## config.mk

```make
export PLATFORM = sky130hd
export DESIGN_NAME = pnl_panel
export DESIGN_NICKNAME = d
export VERILOG_FILES = /design/src/hdl/pnl_pkg.sv /design/src/hdl/pnl_mux.sv /design/src/hdl/pnl_panel.sv
export VERILOG_INCLUDE_DIRS = /design/src /design/src/hdl
export SDC_FILE = /design/constraint.sdc
export NUM_CORES = 1
export LEC_CHECK = 0
export ABC_AREA = 1
export ABC_CLOCK_PERIOD_IN_PS = 4000
export BUFFER_PORTS_ARGS = -buffer_cell sky130_fd_sc_hd__buf_2
export CAP_MARGIN = 20
export CORE_AREA = 2 2 164 166
export CTS_BUF_LIST = sky130_fd_sc_hd__clkbuf_8 sky130_fd_sc_hd__clkbuf_16
export DETAILED_ROUTE_END_ITERATION = 16
export DIE_AREA = 0 0 166 168
export SYNTH_ARGS = -nofsm -noshare
export SYNTH_HDL_FRONTEND = slang
export SYNTH_HIERARCHICAL = 1
export SYNTH_SLANG_ARGS = --single-unit
```

## constraint.sdc

```tcl
create_clock -name sys_clk_i -period 4 [get_ports sys_clk_i]
set_input_delay 0.6 -clock sys_clk_i [delete_from_list [all_inputs] [get_ports sys_clk_i]]
set_output_delay 0.6 -clock sys_clk_i [all_outputs]
set_load 0.03 [all_outputs]
```

## src/hdl/pnl_regs.svh

```systemverilog
`ifndef PNL_REGS_SVH
`define PNL_REGS_SVH
`define PNL_SEL_W 5
`define PNL_SEL_MEM_DATA 5'h00
`define PNL_SEL_SCR2 5'h01
`define PNL_SEL_SCR3 5'h02
`define PNL_SEL_STK_TOP 5'h03
`define PNL_SEL_STK_2ND 5'h04
`define PNL_SEL_STK_3RD 5'h05
`define PNL_SEL_STK_HEAD 5'h06
`define PNL_SEL_STATUS 5'h07
`define PNL_SEL_PROG_BASE 5'h08
`define PNL_SEL_PROG_CNT 5'h09
`define PNL_SEL_CODE_LIM 5'h0a
`define PNL_SEL_DATA_LIM 5'h0b
`define PNL_SEL_DATA_BASE 5'h0c
`define PNL_SEL_STK_MARK 5'h0d
`define PNL_SEL_STK_PTR 5'h0e
`define PNL_SEL_STK_LIM 5'h0f
`define PNL_SEL_UCNT 5'h10
`define PNL_SEL_CUR_INSN 5'h11
`define PNL_SEL_COUNT 18
`define PNL_UCNT_LSB 10
`define PNL_UCNT_W 6
`define PNL_WORD_RST 16'h0000
`define PNL_BANK_RST 2'h0
`endif

```

## src/hdl/pnl_pkg.sv

```systemverilog
package pnl_pkg;
  typedef logic [15:0] pnl_word_t;
  typedef logic [1:0] pnl_bank_t;
  typedef struct packed {
    pnl_word_t scr2;
    pnl_word_t scr3;
    pnl_word_t stk_top;
    pnl_word_t stk_2nd;
    pnl_word_t stk_3rd;
    pnl_word_t stk_head;
    pnl_word_t status;
    pnl_word_t prog_base;
    pnl_word_t prog_cnt;
    pnl_word_t code_lim;
    pnl_word_t data_lim;
    pnl_word_t data_base;
    pnl_word_t stk_mark;
    pnl_word_t stk_ptr;
    pnl_word_t stk_lim;
    logic [5:0] ucnt;
    pnl_word_t cur_insn;
    pnl_bank_t prog_bank;
    pnl_bank_t data_bank;
    pnl_bank_t stk_bank;
  } pnl_cpu_regs_t;
  typedef struct packed {
    logic rd_valid;
    pnl_word_t rd_data;
    logic wr_valid;
    pnl_word_t wr_data;
  } pnl_mem_obs_t;
  typedef struct packed {
    logic load_pulse;
    logic store_pulse;
    logic exec_pulse;
    logic [4:0] sel;
    pnl_word_t word;
  } pnl_cmd_t;
endpackage : pnl_pkg

```

## src/hdl/pnl_mux.sv

```systemverilog
`timescale 1ns/1ns
`include "pnl_regs.svh"
module pnl_mux
  import pnl_pkg::*;
(
  input wire logic [4:0] sel_i,
  input wire pnl_word_t mem_data_i,
  input wire pnl_cpu_regs_t regs_i,
  output logic [15:0] word_o,
  output logic [1:0] bank_o
);
  always_comb begin
    word_o = `PNL_WORD_RST;
    bank_o = `PNL_BANK_RST;
    case (sel_i)
      `PNL_SEL_MEM_DATA: word_o = mem_data_i;
      `PNL_SEL_SCR2: word_o = regs_i.scr2;
      `PNL_SEL_SCR3: word_o = regs_i.scr3;
      `PNL_SEL_STK_TOP: word_o = regs_i.stk_top;
      `PNL_SEL_STK_2ND: word_o = regs_i.stk_2nd;
      `PNL_SEL_STK_3RD: word_o = regs_i.stk_3rd;
      `PNL_SEL_STK_HEAD: word_o = regs_i.stk_head;
      `PNL_SEL_STATUS: word_o = regs_i.status;
      `PNL_SEL_PROG_BASE: begin
        word_o = regs_i.prog_base;
        bank_o = regs_i.prog_bank;
      end
      `PNL_SEL_PROG_CNT: begin
        word_o = regs_i.prog_cnt;
        bank_o = regs_i.prog_bank;
      end
      `PNL_SEL_CODE_LIM: begin
        word_o = regs_i.code_lim;
        bank_o = regs_i.prog_bank;
      end
      `PNL_SEL_DATA_LIM: begin
        word_o = regs_i.data_lim;
        bank_o = regs_i.stk_bank;
      end
      `PNL_SEL_DATA_BASE: begin
        word_o = regs_i.data_base;
        bank_o = regs_i.data_bank;
      end
      `PNL_SEL_STK_MARK: begin
        word_o = regs_i.stk_mark;
        bank_o = regs_i.stk_bank;
      end
      `PNL_SEL_STK_PTR: begin
        word_o = regs_i.stk_ptr;
        bank_o = regs_i.stk_bank;
      end
      `PNL_SEL_STK_LIM: begin
        word_o = regs_i.stk_lim;
        bank_o = regs_i.stk_bank;
      end
      `PNL_SEL_UCNT: word_o[`PNL_UCNT_LSB +: `PNL_UCNT_W] = regs_i.ucnt;
      `PNL_SEL_CUR_INSN: word_o = regs_i.cur_insn;
      default: begin
        word_o = `PNL_WORD_RST;
        bank_o = `PNL_BANK_RST;
      end
    endcase
  end
endmodule : pnl_mux

```

## src/hdl/pnl_panel.sv

```systemverilog
// Decided for this implementation: the plain strobed port and the register offsets.
`timescale 1ns/1ns
`include "pnl_regs.svh"
module pnl_panel
  import pnl_pkg::*;
(
  input wire logic sys_clk_i,
  input wire logic sys_rst_i,
  input wire logic [4:0] select_i,
  input wire logic [15:0] switch_word_i,
  input wire logic [1:0] switch_bank_i,
  input wire logic load_from_switches_i,
  input wire logic mem_display_i,
  input wire logic mem_store_i,
  input wire logic execute_switch_word_i,
  input wire logic addr_from_display_i,
  input wire logic clock_inhibit_i,
  input wire logic bkpt_read_en_i,
  input wire logic bkpt_store_en_i,
  input wire logic bkpt_clear_i,
  input wire pnl_cpu_regs_t cpu_regs_i,
  input wire pnl_mem_obs_t mem_obs_i,
  output logic [15:0] display_o,
  output logic bank_lamp_high_o,
  output logic bank_lamp_low_o,
  output logic display_valid_o,
  output pnl_cmd_t cmd_o,
  output logic mem_read_req_o,
  output logic mem_write_req_o,
  output logic [15:0] mem_wdata_o,
  output logic [15:0] mem_addr_o,
  output logic [1:0] abs_bank_o,
  output logic bkpt_halt_o
);
  typedef enum logic [1:0] {
    ST_IDLE = 2'b00,
    ST_READ = 2'b01
  } pnl_state_t;

  typedef struct packed {
    pnl_state_t st;
    logic [4:0] sel;
    pnl_word_t mem_data;
    pnl_word_t disp;
    pnl_bank_t bank;
    logic valid;
    pnl_cmd_t cmd;
    logic rd_req;
    logic wr_req;
    pnl_word_t wdata;
    pnl_word_t addr;
    pnl_bank_t abs_bank;
    logic halt;
  } pnl_state_s_t;

  pnl_state_s_t s_q;
  pnl_state_s_t s_d;
  pnl_word_t mux_word;
  pnl_bank_t mux_bank;
  logic sel_ok;
  logic rd_hit;
  logic wr_hit;

  pnl_mux u_mux (
    .sel_i(s_q.sel),
    .mem_data_i(s_q.mem_data),
    .regs_i(cpu_regs_i),
    .word_o(mux_word),
    .bank_o(mux_bank)
  );

  assign sel_ok = (select_i < 5'(`PNL_SEL_COUNT));
  assign rd_hit = bkpt_read_en_i && mem_obs_i.rd_valid
    && (mem_obs_i.rd_data == switch_word_i);
  assign wr_hit = bkpt_store_en_i && mem_obs_i.wr_valid
    && (mem_obs_i.wr_data == switch_word_i);

  always_comb begin
    s_d = s_q;
    s_d.cmd.load_pulse = 1'b0;
    s_d.cmd.store_pulse = 1'b0;
    s_d.cmd.exec_pulse = 1'b0;
    s_d.rd_req = 1'b0;
    s_d.wr_req = 1'b0;
    if (sel_ok) begin
      s_d.sel = select_i;
    end
    s_d.disp = mux_word;
    s_d.bank = mux_bank;
    s_d.valid = (s_q.sel != `PNL_SEL_CUR_INSN) || clock_inhibit_i;
    s_d.cmd.sel = s_q.sel;
    s_d.cmd.word = switch_word_i;
    if (load_from_switches_i && s_q.sel != `PNL_SEL_CUR_INSN
        && s_q.sel != `PNL_SEL_STATUS) begin
      s_d.cmd.load_pulse = 1'b1;
      if (s_q.sel == `PNL_SEL_MEM_DATA) begin
        s_d.mem_data = switch_word_i;
      end
      if (s_q.sel == `PNL_SEL_UCNT) begin
        s_d.cmd.word = {switch_word_i[15:10], 10'h000};
      end
    end
    if (addr_from_display_i) begin
      s_d.addr = s_q.disp;
      s_d.abs_bank = s_q.bank;
    end
    if (execute_switch_word_i) begin
      s_d.cmd.exec_pulse = 1'b1;
    end
    unique case (s_q.st)
      ST_IDLE: begin
        if (mem_store_i) begin
          s_d.wr_req = 1'b1;
          s_d.wdata = switch_word_i;
          s_d.cmd.store_pulse = 1'b1;
        end else if (mem_display_i) begin
          s_d.rd_req = 1'b1;
          s_d.st = ST_READ;
        end
      end
      ST_READ: begin
        if (mem_obs_i.rd_valid) begin
          s_d.mem_data = mem_obs_i.rd_data;
          s_d.st = ST_IDLE;
        end
      end
      default: s_d.st = ST_IDLE;
    endcase
    if (bkpt_clear_i) begin
      s_d.halt = 1'b0;
    end
    if (rd_hit || wr_hit) begin
      s_d.halt = 1'b1;
    end
  end

  always_ff @(posedge sys_clk_i) begin
    if (sys_rst_i) begin
      s_q <= '0;
    end else begin
      s_q <= s_d;
    end
  end

  assign display_o = s_q.disp;
  assign bank_lamp_high_o = s_q.bank[1];
  assign bank_lamp_low_o = s_q.bank[0];
  assign display_valid_o = s_q.valid;
  assign cmd_o = s_q.cmd;
  assign mem_read_req_o = s_q.rd_req;
  assign mem_write_req_o = s_q.wr_req;
  assign mem_wdata_o = s_q.wdata;
  assign mem_addr_o = s_q.addr;
  assign abs_bank_o = s_q.abs_bank;
  assign bkpt_halt_o = s_q.halt;

  property p_rd_bkpt;
    @(posedge sys_clk_i) disable iff (sys_rst_i)
      rd_hit |=> bkpt_halt_o;
  endproperty
  a_rd_bkpt: assert property (p_rd_bkpt) else $error("read match did not halt");

  property p_wr_bkpt;
    @(posedge sys_clk_i) disable iff (sys_rst_i)
      wr_hit |=> bkpt_halt_o;
  endproperty
  a_wr_bkpt: assert property (p_wr_bkpt) else $error("store match did not halt");

  property p_memdata;
    @(posedge sys_clk_i) disable iff (sys_rst_i)
      (s_q.sel == `PNL_SEL_MEM_DATA) |=> (display_o == $past(s_q.mem_data))
        && !bank_lamp_high_o && !bank_lamp_low_o;
  endproperty
  a_memdata: assert property (p_memdata) else $error("memory data display wrong");

  property p_fetch;
    @(posedge sys_clk_i) disable iff (sys_rst_i)
      (s_q.st == ST_READ && mem_obs_i.rd_valid) |=> s_q.mem_data == $past(mem_obs_i.rd_data);
  endproperty
  a_fetch: assert property (p_fetch) else $error("fetched word not captured");

  property p_pbank;
    @(posedge sys_clk_i) disable iff (sys_rst_i)
      (s_q.sel == `PNL_SEL_PROG_CNT) |=> {bank_lamp_high_o, bank_lamp_low_o}
        == $past(cpu_regs_i.prog_bank) && display_o == $past(cpu_regs_i.prog_cnt);
  endproperty
  a_pbank: assert property (p_pbank) else $error("program counter display wrong");

  property p_ucnt;
    @(posedge sys_clk_i) disable iff (sys_rst_i)
      (s_q.sel == `PNL_SEL_UCNT) |=> display_o[9:0] == 10'h000
        && display_o[15:10] == $past(cpu_regs_i.ucnt);
  endproperty
  a_ucnt: assert property (p_ucnt) else $error("counter display wrong");

  property p_store;
    @(posedge sys_clk_i) disable iff (sys_rst_i)
      (mem_store_i && s_q.st == ST_IDLE) |=> mem_write_req_o
        && mem_wdata_o == $past(switch_word_i);
  endproperty
  a_store: assert property (p_store) else $error("store did not issue");

  property p_exec;
    @(posedge sys_clk_i) disable iff (sys_rst_i)
      (execute_switch_word_i && !load_from_switches_i) |=> cmd_o.exec_pulse
        && cmd_o.word == $past(switch_word_i);
  endproperty
  a_exec: assert property (p_exec) else $error("execute did not issue");

  property p_addr;
    @(posedge sys_clk_i) disable iff (sys_rst_i)
      addr_from_display_i |=> mem_addr_o == $past(display_o);
  endproperty
  a_addr: assert property (p_addr) else $error("address not from display");
endmodule : pnl_panel

```

Word-level counts from Yosys, hierarchy flattened
Index checks and enable logic that the tools add are counted.
{"block": "totals", "inputBits": 336, "output_inout_bits": 80, "reg_bits": 103, "wordCells": 81}
{"block": "classes", "bitwise": 1, "mux": 20, "order_cmp": 1, "eq_ne": 25, "reduce_logical": 17}
{"op": "10-bit case mux with 17 select lines", "n": 1}
{"op": "6-bit case mux with 18 select lines", "n": 1}
{"op": "16-bit two-way mux", "n": 4}
{"op": "5-bit by 4-bit == test with 1-bit output, second input constant", "n": 8}
{"op": "16-bit == test", "n": 2}
{"op": "5-bit by 3-bit == test with 1-bit output, second input constant", "n": 4}
{"op": "10-bit two-way mux", "n": 2}
{"op": "17-bit two-way mux", "n": 1}
{"op": "5-bit by 2-bit == test with 1-bit output, second input constant", "n": 2}
{"op": "5-bit == test, second input constant", "n": 2}
{"op": "1-bit logical AND", "n": 6}
{"op": "1-bit two-way mux", "n": 6}
{"op": "2-bit two-way mux", "n": 3}
{"op": "2-bit inequality test, second input constant", "n": 3}
{"op": "2-bit case mux with 3 select lines", "n": 1}
{"op": "3-bit OR reduction", "n": 2}
{"op": "5-bit by 1-bit == test with 1-bit output, second input constant", "n": 1}
{"op": "5-bit logical NOT", "n": 1}
{"op": "5-bit < comparator, second input constant", "n": 1}
{"op": "5-bit by 3-bit inequality test with 1-bit output, second input constant", "n": 1}
{"op": "5-bit inequality test, second input constant", "n": 1}
{"op": "2-bit case mux with 2 select lines", "n": 1}
{"op": "4-bit OR reduction", "n": 1}
{"op": "3-bit AND reduction", "n": 1}
{"op": "7 further kinds", "n": 8}

Longest topological paths before layout
Gate-level depths: netlist of run 1.
{"block": "logic_depth", "ltp_word": 6, "mapped_depth": 13, "ltp_nobuf": 11}

Modules after synthesis
The synthesis of run 1 kept the hierarchy.
{"module": "pnl_panel", "n_inst": 1, "area_each_um2": 4849.7, "seq_area_each_um2": 2021.9, "cells_per_inst": 684}
{"module": "pnl_mux", "n_inst": 1, "area_each_um2": 2524.9, "seq_area_each_um2": 0.0, "cells_per_inst": 585}

Least setup slack after synthesis of run 1
OpenSTA, ideal clock, no wires.
{"block": "synth_timing", "path_type": "register -> register", "from": "register s_q (netlist bit s_d[57])", "to": "register s_q (netlist bit display_o[13])", "arrival_time_ps": 1462, "setup_ps": 128, "stages_incl_launch_ff": 14, "slack_ps": 2410, "synth_period_minus_slack_ps": 1590, "path_cell_list": "dfxtp_1 -> buf_2 -> inv_4 -> nand2_1 -> nor2_1 -> nand2_1 -> buf_2 -> nor2_1 -> nor2_1 -> nand2_1 -> nor2_1 -> nand2_1 -> inv_1 -> nor2_1"}
{"block": "synth_via", "elab_chain_len": 2}
{"element": "start, declared", "line_no": "pnl_panel.sv:56", "text": "pnl_state_s_t s_q;"}
{"element": "start signal, assigned", "line_no": "pnl_panel.sv:139", "text": "s_q <= '0;"}
{"element": "start signal, assigned", "line_no": "pnl_panel.sv:141", "text": "s_q <= s_d;"}
{"element": "5-bit == test, or another cell as far along", "line_no": "pnl_mux.sv:15", "text": "case (sel_i)"}
{"element": "6-bit case mux with 18 select lines *", "line_no": "pnl_mux.sv:15"}
{"element": "named net mux_word[13]", "line_no": "pnl_panel.sv:58", "text": "pnl_word_t mux_word;"}
The timed path passes the listed nets; every way through them passes the cells marked *.
A chain may end at the register's enable or synchronous reset.

Final worst setup path of run 1
{"block": "layout_timing", "from": "register s_q (netlist bit s_d[53])", "to": "register s_q (netlist bit display_o[11])"}
The elaborated chain is that of the path after synthesis.

==> flow_summary.rst, run 1 <==
.. list-table::
   :header-rows: 1

   * - Metric
     - Value
   * - Result of the run
     - complete, no violations
   * - Cts-stage hold buffer count
     - 0
   * - Startpoint Class
     - flop
   * - Synthesis-stage register bit count
     - 101
   * - Worst hold margin
     - ~440 ps
   * - Routability congestion estimate
     - 0.9385
   * - Number of antenna violations at the first check in global routing
     - 4
   * - Die Y-Extent
     - ~170 µm
   * - Critical path data required time
     - approximately 4300 ps
   * - Via count of the first global-routing pass
     - 8611
   * - Root buffer cell
     - sky130_fd_sc_hd__clkbuf_16
   * - Insertion delay of the later-clocked pin in the worst-skew pair
     - 370 ps
   * - Number of cell rows
     - 60
   * - Minimum clock period
     - about 2600 ps
   * - Worst path cell trace
     - inv_2 > nor2_4 > nand2_2 > nor2_1 > nand2_1 > nand3_1 > nor2_1 > nand2_1 > inv_1 > nor2_1
   * - Synth area leader
     - sky130_fd_sc_hd__dfxtp_1
   * - Placed wire-length estimate after detailed placement
     - about 27 mm
   * - Clock tree from TritonCTS
     - done
   * - H-tree lvl count
     - 3
   * - Aggregate negative setup slack
     - 0 ps
   * - Area occupied by registers
     - about 0.0020 mm²
   * - Final nets
     - around 1900
   * - Number of design-rule violations left by the first detailed-router iteration
     - about 530
   * - Utilization of the core after routing
     - between 30% and 40%
   * - Net switching power
     - about 1100 µW
   * - Most area-consuming cells after synthesis
     - sky130_fd_sc_hd__dfxtp_1 (27%), sky130_fd_sc_hd__nand2_1 (20%), sky130_fd_sc_hd__nor2_1 (10%), sky130_fd_sc_hd__buf_4 (7.9%), sky130_fd_sc_hd__inv_1 (6.8%)
   * - Clock network fraction of total power
     - about a third
   * - Synthesized net count
     - 1605
   * - Global-route wire length before repair
     - about 50 mm
   * - Placed Cells incl. Taps
     - around 1900
   * - Final clock period utilization by the worst path
     - between 60% and 70%
   * - Count of unique library cells instantiated by Yosys
     - 28
   * - Vias
     - ~8900
   * - Standard cell core area
     - approximately 0.026 mm²
   * - Power density over the cells
     - between 300 and 400 mW/mm²
   * - Aggregate global-route resource usage
     - 22.97%
   * - Area of combinational cells with multiple inputs
     - 0.003989 mm²
   * - Worst endpoint data arrival time
     - about 2900 ps
   * - TritonCTS Buffers
     - 9
   * - Number of cells in the finished layout apart from fillers
     - between 1500 and 2000
   * - Quantity of gates resized following cts
     - 0
   * - Drt wl/cell
     - approximately 17 µm
   * - Seq pwr share
     - 38.7%
   * - Sw Share
     - 36.28%
   * - Largest net degree at the start of global routing
     - 54
   * - Count of buffers inserted at the top-level ports
     - between 400 and 500
   * - Crit Path Max Fanout
     - 18
   * - Number of filler cells placed in the layout
     - approximately 3000
   * - Register-to-register setup slack
     - between 1000 and 1500 ps
   * - Post-CTS setup buffer count
     - 0
   * - Max stage delay cell, worst path
     - sky130_fd_sc_hd__dfxtp_1
   * - Final Skew
     - ~18 ps
   * - RSZ-0062 raised after global routing
     - false
   * - Synth top area share
     - between 20% and 30%
   * - Int Pwr
     - approximately 1900 µW
   * - Hold/Removal Path Class
     - primary input to flop
   * - Relative max-transition margin
     - just over 40%
   * - Max-Cap Viols
     - 0
   * - Post-synthesis sequential area ratio
     - 27.42%
   * - Synth Area per Inst
     - around 5.8 µm²
   * - Final number of hold-violating endpoints
     - 0
   * - Highest clock rate
     - around 390 MHz
   * - Actual transition at the worst max-transition pin
     - slightly below 900 ps
   * - Remaining global-route overflow
     - 0
   * - Final number of setup-violating endpoints
     - 0
   * - Number of pins exceeding their max-slew limit in the final report
     - 0
   * - Final antenna-violating net count
     - 0
   * - CP Capture Type
     - flop
   * - Critical path type
     - flop to flop
   * - Pleak
     - roughly 0.0055 µW
   * - Clock slew at reported path FFs
     - approximately 90 ps
   * - Synthesis-to-layout area growth
     - 28.22%
   * - Netlist Area Pre-Place
     - ~0.0074 mm²
   * - Commonest cells after routing, fill and taps aside
     - sky130_fd_sc_hd__buf_2 (413), sky130_fd_sc_hd__nand2_1 (392), sky130_fd_sc_hd__nor2_1 (198)
   * - Starting density of the core
     - 27.99%
   * - # DRC
     - 0
   * - Total die area
     - 0.02789 mm²
   * - Portion of total power attributed to combinational logic
     - approximately 30%
   * - I/O pin count
     - between 400 and 500
   * - Async SR Flop Fraction
     - 0%
   * - Cell type with the highest occurrence count on the critical path
     - sky130_fd_sc_hd__nor2_1
   * - Share of cells above drive strength 1
     - 31.33%
   * - Prevailing post-synth register cell
     - sky130_fd_sc_hd__dfxtp_1
   * - Maximum VDD drop
     - 184.8 µV
   * - X dimension of the die
     - ~170 µm
   * - Maximum cell stage delay along the critical path
     - 660 ps
   * - Drt total wl
     - 33.20 mm
   * - Drt first pass iters
     - 5
   * - YS warnings
     - 6
   * - Max Root-Sink Buffers
     - 2
   * - Most common library cell in the layout ignoring fill and taps
     - sky130_fd_sc_hd__buf_2
   * - Number of instances in the synthesized netlist
     - between 1000 and 1500
   * - Routed vias/inst
     - roughly 4.6
   * - Number of enable-type register cells in the synthesized netlist
     - 0
   * - Number of clock sinks seen by CTS
     - a little over 100
-- sequential cells by signal, summed over array words and instances (netlist names) --
signal / cells
cmd_o: 24
s_q: 17
display_o: 16
mem_addr_o: 16
mem_wdata_o: 16
s_d: 5
abs_bank_o: 2
bank_lamp_high_o: 1
bank_lamp_low_o: 1
bkpt_halt_o: 1
display_valid_o: 1
mem_read_req_o: 1
-- cell families after synthesis --
logic type	after synthesis	synth area share, %
simple gates	793	46.52
flops	101	27.42
compound gates	98	6.719
xor+xnor	6	0.7126
buf+inv	271	18.63
-- area by class of cell --
class                   count  area share (%)
multi-input cells         897           42.19
repair buffers            422           22.65
clock inverters             7          0.8601
well taps                 341           4.512
clock buffers               9           2.382
diodes                      4          0.1059
inverters                 147           5.915
flip-flops and latches    101           21.38
-- metal layers --
metal  part of all wire, %  vias up  global-route usage, %
li1                      -     4520                      -
met1                    42     4023                  27.92
met2                    49      317                  41.19
met3                   5.8       42                  4.137
met4                   2.5        0                  7.108
met5                     0        -                      0
-- synth_stat cells (17+ instances only) --
cell type and number:
sky130_fd_sc_hd__a21oi_1 36, sky130_fd_sc_hd__buf_2 20, sky130_fd_sc_hd__buf_4 78, sky130_fd_sc_hd__clkbuf_1 20
sky130_fd_sc_hd__dfxtp_1 101, sky130_fd_sc_hd__inv_1 133, sky130_fd_sc_hd__nand2_1 392, sky130_fd_sc_hd__nand3_1 96
sky130_fd_sc_hd__nand4_1 56, sky130_fd_sc_hd__nor2_1 200, sky130_fd_sc_hd__o21ai_0 41, sky130_fd_sc_hd__o21ai_1 17
-- power groups by stage --
stage	logic (µW)	clock network [µW]	registers, µW
after floorplan	593	0	1150
after global placement	869	0	1170
after detailed placement	875	0	1170
after CTS	879	974	1150
after global routing	966	1000	1160
final	874	941	1140
-- worst paths after layout --
kind / startpoint / to / cells after the start
min: clock_inhibit_i / display_valid_o / 3
max: s_d[53] / display_o[11] / 10
max reg2reg: s_d[53] / display_o[11] / 10
min reg2reg: display_o[5] / mem_addr_o[5] / 2
-- worst max-delay path: cells and delay by family (launching register included) --
kind,cells,cell delay (ps)
simple gates,8,1670
buf+inv,2,160
flops,1,660
-- through the flow --
stage / total power (µW) / setup slack, ps / instance area (µm²)
floorplan: 1741 / 2410 / 7375
global placement: 2037 / 1501 / 9124
detailed placement: 2045 / 1473 / 9124
CTS: 3000 / 1437 / 9430
global route: 3122 / 1210 / 9455
finish: 2958 / 1443 / 9455
No activity file was read; power rests on OpenSTA's default activity.
==> run 2: changes to the inputs <==
--- a/config.mk
+++ b/config.mk
@@ -7,7 +7,7 @@
 export NUM_CORES = 1
 export LEC_CHECK = 0
 export ABC_AREA = 1
-export ABC_CLOCK_PERIOD_IN_PS = 4000
+export ABC_CLOCK_PERIOD_IN_PS = 2190
 export BUFFER_PORTS_ARGS = -buffer_cell sky130_fd_sc_hd__buf_2
 export CAP_MARGIN = 20
 export CORE_AREA = 2 2 164 166
==> constraint.sdc (replaced) <==
create_clock -name sys_clk_i -period 2.19 [get_ports sys_clk_i]
set_input_delay 0.3285 -clock sys_clk_i [delete_from_list [all_inputs] [get_ports sys_clk_i]]
set_output_delay 0.3285 -clock sys_clk_i [all_outputs]
set_load 0.03 [all_outputs]
==> flow_summary.rst, run 2 (synthesis results as in run 1) <==
.. list-table::
   :header-rows: 1

   * - Metric
     - Value
   * - Hold/Removal Path Class
     - primary input to flop
   * - R2R cell count
     - 11 (+1)
   * - Number of flip-flops in the largest register
     - 24 (unchanged)
   * - # DRC
     - 0 (unchanged)
   * - X dimension of the die
     - 166 µm (unchanged)
   * - Drt wl/cell
     - 16.80 µm (-2.4%)
   * - Quantity of gates resized following cts
     - 0 (unchanged)
   * - Remaining global-route overflow
     - 0 (unchanged)
   * - Relative max-transition margin
     - 47.45% (+5.9 points)
   * - Number of design-rule violations left by the first detailed-router iteration
     - 613 (+15%)
   * - Critical path type
     - flop to flop
   * - Routed vias/inst
     - 4.636 (+0.41%)
   * - Insertion delay of the later-clocked pin in the worst-skew pair
     - 350 ps (-20 ps)
   * - Worst slack after detailed placement
     - 190.8 ps (-1282 ps)
   * - Final nets
     - 1942 (+1.5%)
   * - Max stage delay cell, worst path
     - sky130_fd_sc_hd__dfxtp_1
   * - Source of the worst register-to-register timing path
     - s_d[55]
   * - Max-Cap Viols
     - 0 (unchanged)
   * - Cts-stage hold buffer count
     - 0 (unchanged)
   * - Final clock period utilization by the worst path
     - 90.18% (+26 points)
   * - Actual transition at the worst max-transition pin
     - 787.5 ps (-86.42 ps)
   * - Crit Path Max Fanout
     - 24 (+6)
   * - Hold_sp
     - execute_switch_word_i
   * - Startpoint Class
     - flop
   * - Worst path cell trace
     - buf_4 > nand2_2 > inv_2 > nand3_1 > nand2_1 > nor2_1 > nand2_1 > nor2_1 > nand2_1 > inv_1 > nor2_1
   * - Clock slew at reported path FFs
     - 80 ps (about the same)
   * - Cells on Worst Hold Path
     - 3 (unchanged)
   * - Largest net degree at the start of global routing
     - 40 (-26%)
   * - Critical path data required time
     - 2430 ps (-1870 ps)
   * - Worst endpoint data arrival time
     - 2210 ps (-640 ps)
   * - Most common library cell in the layout ignoring fill and taps
     - sky130_fd_sc_hd__buf_2
   * - Number of pins exceeding their max-slew limit in the final report
     - 0 (unchanged)
   * - Final Skew
     - 8.220 ps (-9.895 ps)
   * - Final number of setup-violating endpoints
     - 0 (unchanged)
   * - RSZ-0062 raised after global routing
     - false
   * - Clock tree from TritonCTS
     - done
   * - Placed wire-length estimate after detailed placement
     - 26.99 mm (+1.6%)
   * - Drt first pass iters
     - 5 (unchanged)
   * - Final antenna-violating net count
     - 0 (unchanged)
   * - Die Y-Extent
     - 168 µm (unchanged)
   * - I/O pin count
     - 416 (unchanged)
   * - Endpoint of the lowest-slack register-to-register path
     - display_o[10]
   * - Power density over the cells
     - 558.8 mW/mm² (+79%)
   * - H-tree lvl count
     - 3 (unchanged)
   * - Synthesis-to-layout area growth
     - 31.76%
   * - Number of filler cells placed in the layout
     - 2941 (-1.5%)
   * - Number of antenna violations at the first check in global routing
     - 4 (unchanged)
   * - Count of buffers inserted at the top-level ports
     - 413 (unchanged)
   * - Number of cell rows
     - 60 (unchanged)
   * - Root buffer cell
     - sky130_fd_sc_hd__clkbuf_16
   * - Aggregate global-route resource usage
     - 22.81% (-0.16 points)
   * - Minimum clock period
     - 1975 ps (-581.8 ps)
   * - Routability congestion estimate
     - 0.9284 (-1.1%)
   * - Via count of the first global-routing pass
     - 8722 (+1.3%)
   * - Maximum VDD drop
     - 403.5 µV (+120%)
   * - Aggregate negative setup slack
     - 0 ps (unchanged)
   * - Vias
     - 9068 (+1.9%)
   * - Max Root-Sink Buffers
     - 2 (unchanged)
   * - Global-route wire length before repair
     - 49.10 mm (-0.41%)
   * - CP Capture Type
     - flop
   * - Share of cells above drive strength 1
     - 32.46% (+1.1 points)
   * - Number of clock sinks seen by CTS
     - 101 (unchanged)
   * - Starting density of the core
     - 27.99% (unchanged)
   * - Final number of hold-violating endpoints
     - 0 (unchanged)
   * - Maximum cell stage delay along the critical path
     - 350 ps (-310 ps)
   * - Result of the run
     - complete, no violations
   * - Drt total wl
     - 32.86 mm (-1.0%)
   * - Hold EP
     - cmd_o[21]
   * - Highest clock rate
     - 506.4 MHz (+29%)
   * - Commonest cells after routing, fill and taps aside
     - sky130_fd_sc_hd__buf_2 (413), sky130_fd_sc_hd__nand2_1 (392), sky130_fd_sc_hd__nor2_1 (199)
   * - Standard cell core area
     - 0.02635 mm² (unchanged)
   * - Post-CTS setup buffer count
     - 0 (unchanged)
   * - TritonCTS Buffers
     - 9 (unchanged)
   * - Final setup slack of the worst path
     - 215.1 ps (-1228 ps)
   * - Total die area
     - 0.02789 mm² (unchanged)
   * - Area of combinational cells with multiple inputs
     - 0.003986 mm² (about the same)
   * - Register-to-register setup slack
     - 220 ps (-1230 ps)
   * - Area occupied by registers
     - 0.002022 mm² (unchanged)
   * - Worst hold margin
     - 181.5 ps (-254.7 ps)
   * - Pleak
     - 0.005650 µW (+3.1%)
## run 2: cell count changes in the layout (fill, tap and decap cells not counted)
cell                         previous run  this run
sky130_fd_sc_hd__buf_12                 0         5
sky130_fd_sc_hd__buf_4                  8        32
sky130_fd_sc_hd__buf_8                  1         0
sky130_fd_sc_hd__clkinv_2               0         1
sky130_fd_sc_hd__clkinv_4               1         0
sky130_fd_sc_hd__clkinvlp_4             3         1
sky130_fd_sc_hd__inv_6                  2         4
sky130_fd_sc_hd__nor2_1               198       199
sky130_fd_sc_hd__nor2_2                11        10
## run 2: metrics by stage
stage / instance area [µm²] / cells / total power, µW / util, %
floorplan: 7375 / 1269 / 3180 / -
global placement: 9374 / 1934 / 3783 / 35.57
detailed placement: 9374 / 1934 / 3797 / 35.57
CTS: 9679 / 1950 / 5512 / 36.73
global route: 9714 / 1955 / 5756 / 36.87
finish: 9717 / 1956 / 5430 / 36.88
## run 2: layout make-up
type                    instances  area share (%)
inverters                     147           5.756
multi-input cells             897           41.02
flip-flops and latches        101           20.81
clock inverters                 7          0.8241
diodes                          4          0.1030
repair buffers                450           24.77
clock buffers                   9           2.318
well taps                     341           4.391
## run 2: worst max path at each step
| stage | slack, ps | cells after the start | startpoint | endpoint |
|---|---|---|---|---|
| floorplan | 600 | 13 | s_d[57] | display_o[13] |
| global placement | 210 | 12 | s_d[53] | display_o[13] |
| detailed placement | 190 | 12 | s_d[53] | display_o[7] |
| CTS | 170 | 12 | s_d[53] | display_o[7] |
| global route | 20 | 12 | s_d[53] | display_o[3] |
| finish | 220 | 11 | s_d[55] | display_o[10] |
## run 2: critical path: cells and delay by family (launching register included)
family                 cells  cell delay [ps]
buffers and inverters      3              470
DFF                        1              350
and+or+nand+nor            8             1020
## run 2: report_power, final
part           total [µW]  switching [µW]  leakage (µW)  internal, µW
Sequential           2070            90.9      0.000835          1980
Clock                1680             776      0.000149           906
Combinational        1670            1070       0.00467           607
## run 2: layer usage
metal	vias up	share of wire [%]	track usage, %
li1	4569	-	-
met1	4057	41	27.62
met2	381	48	39.76
met3	61	7.0	4.255
met4	0	4.1	9.490
met5	-	0	0
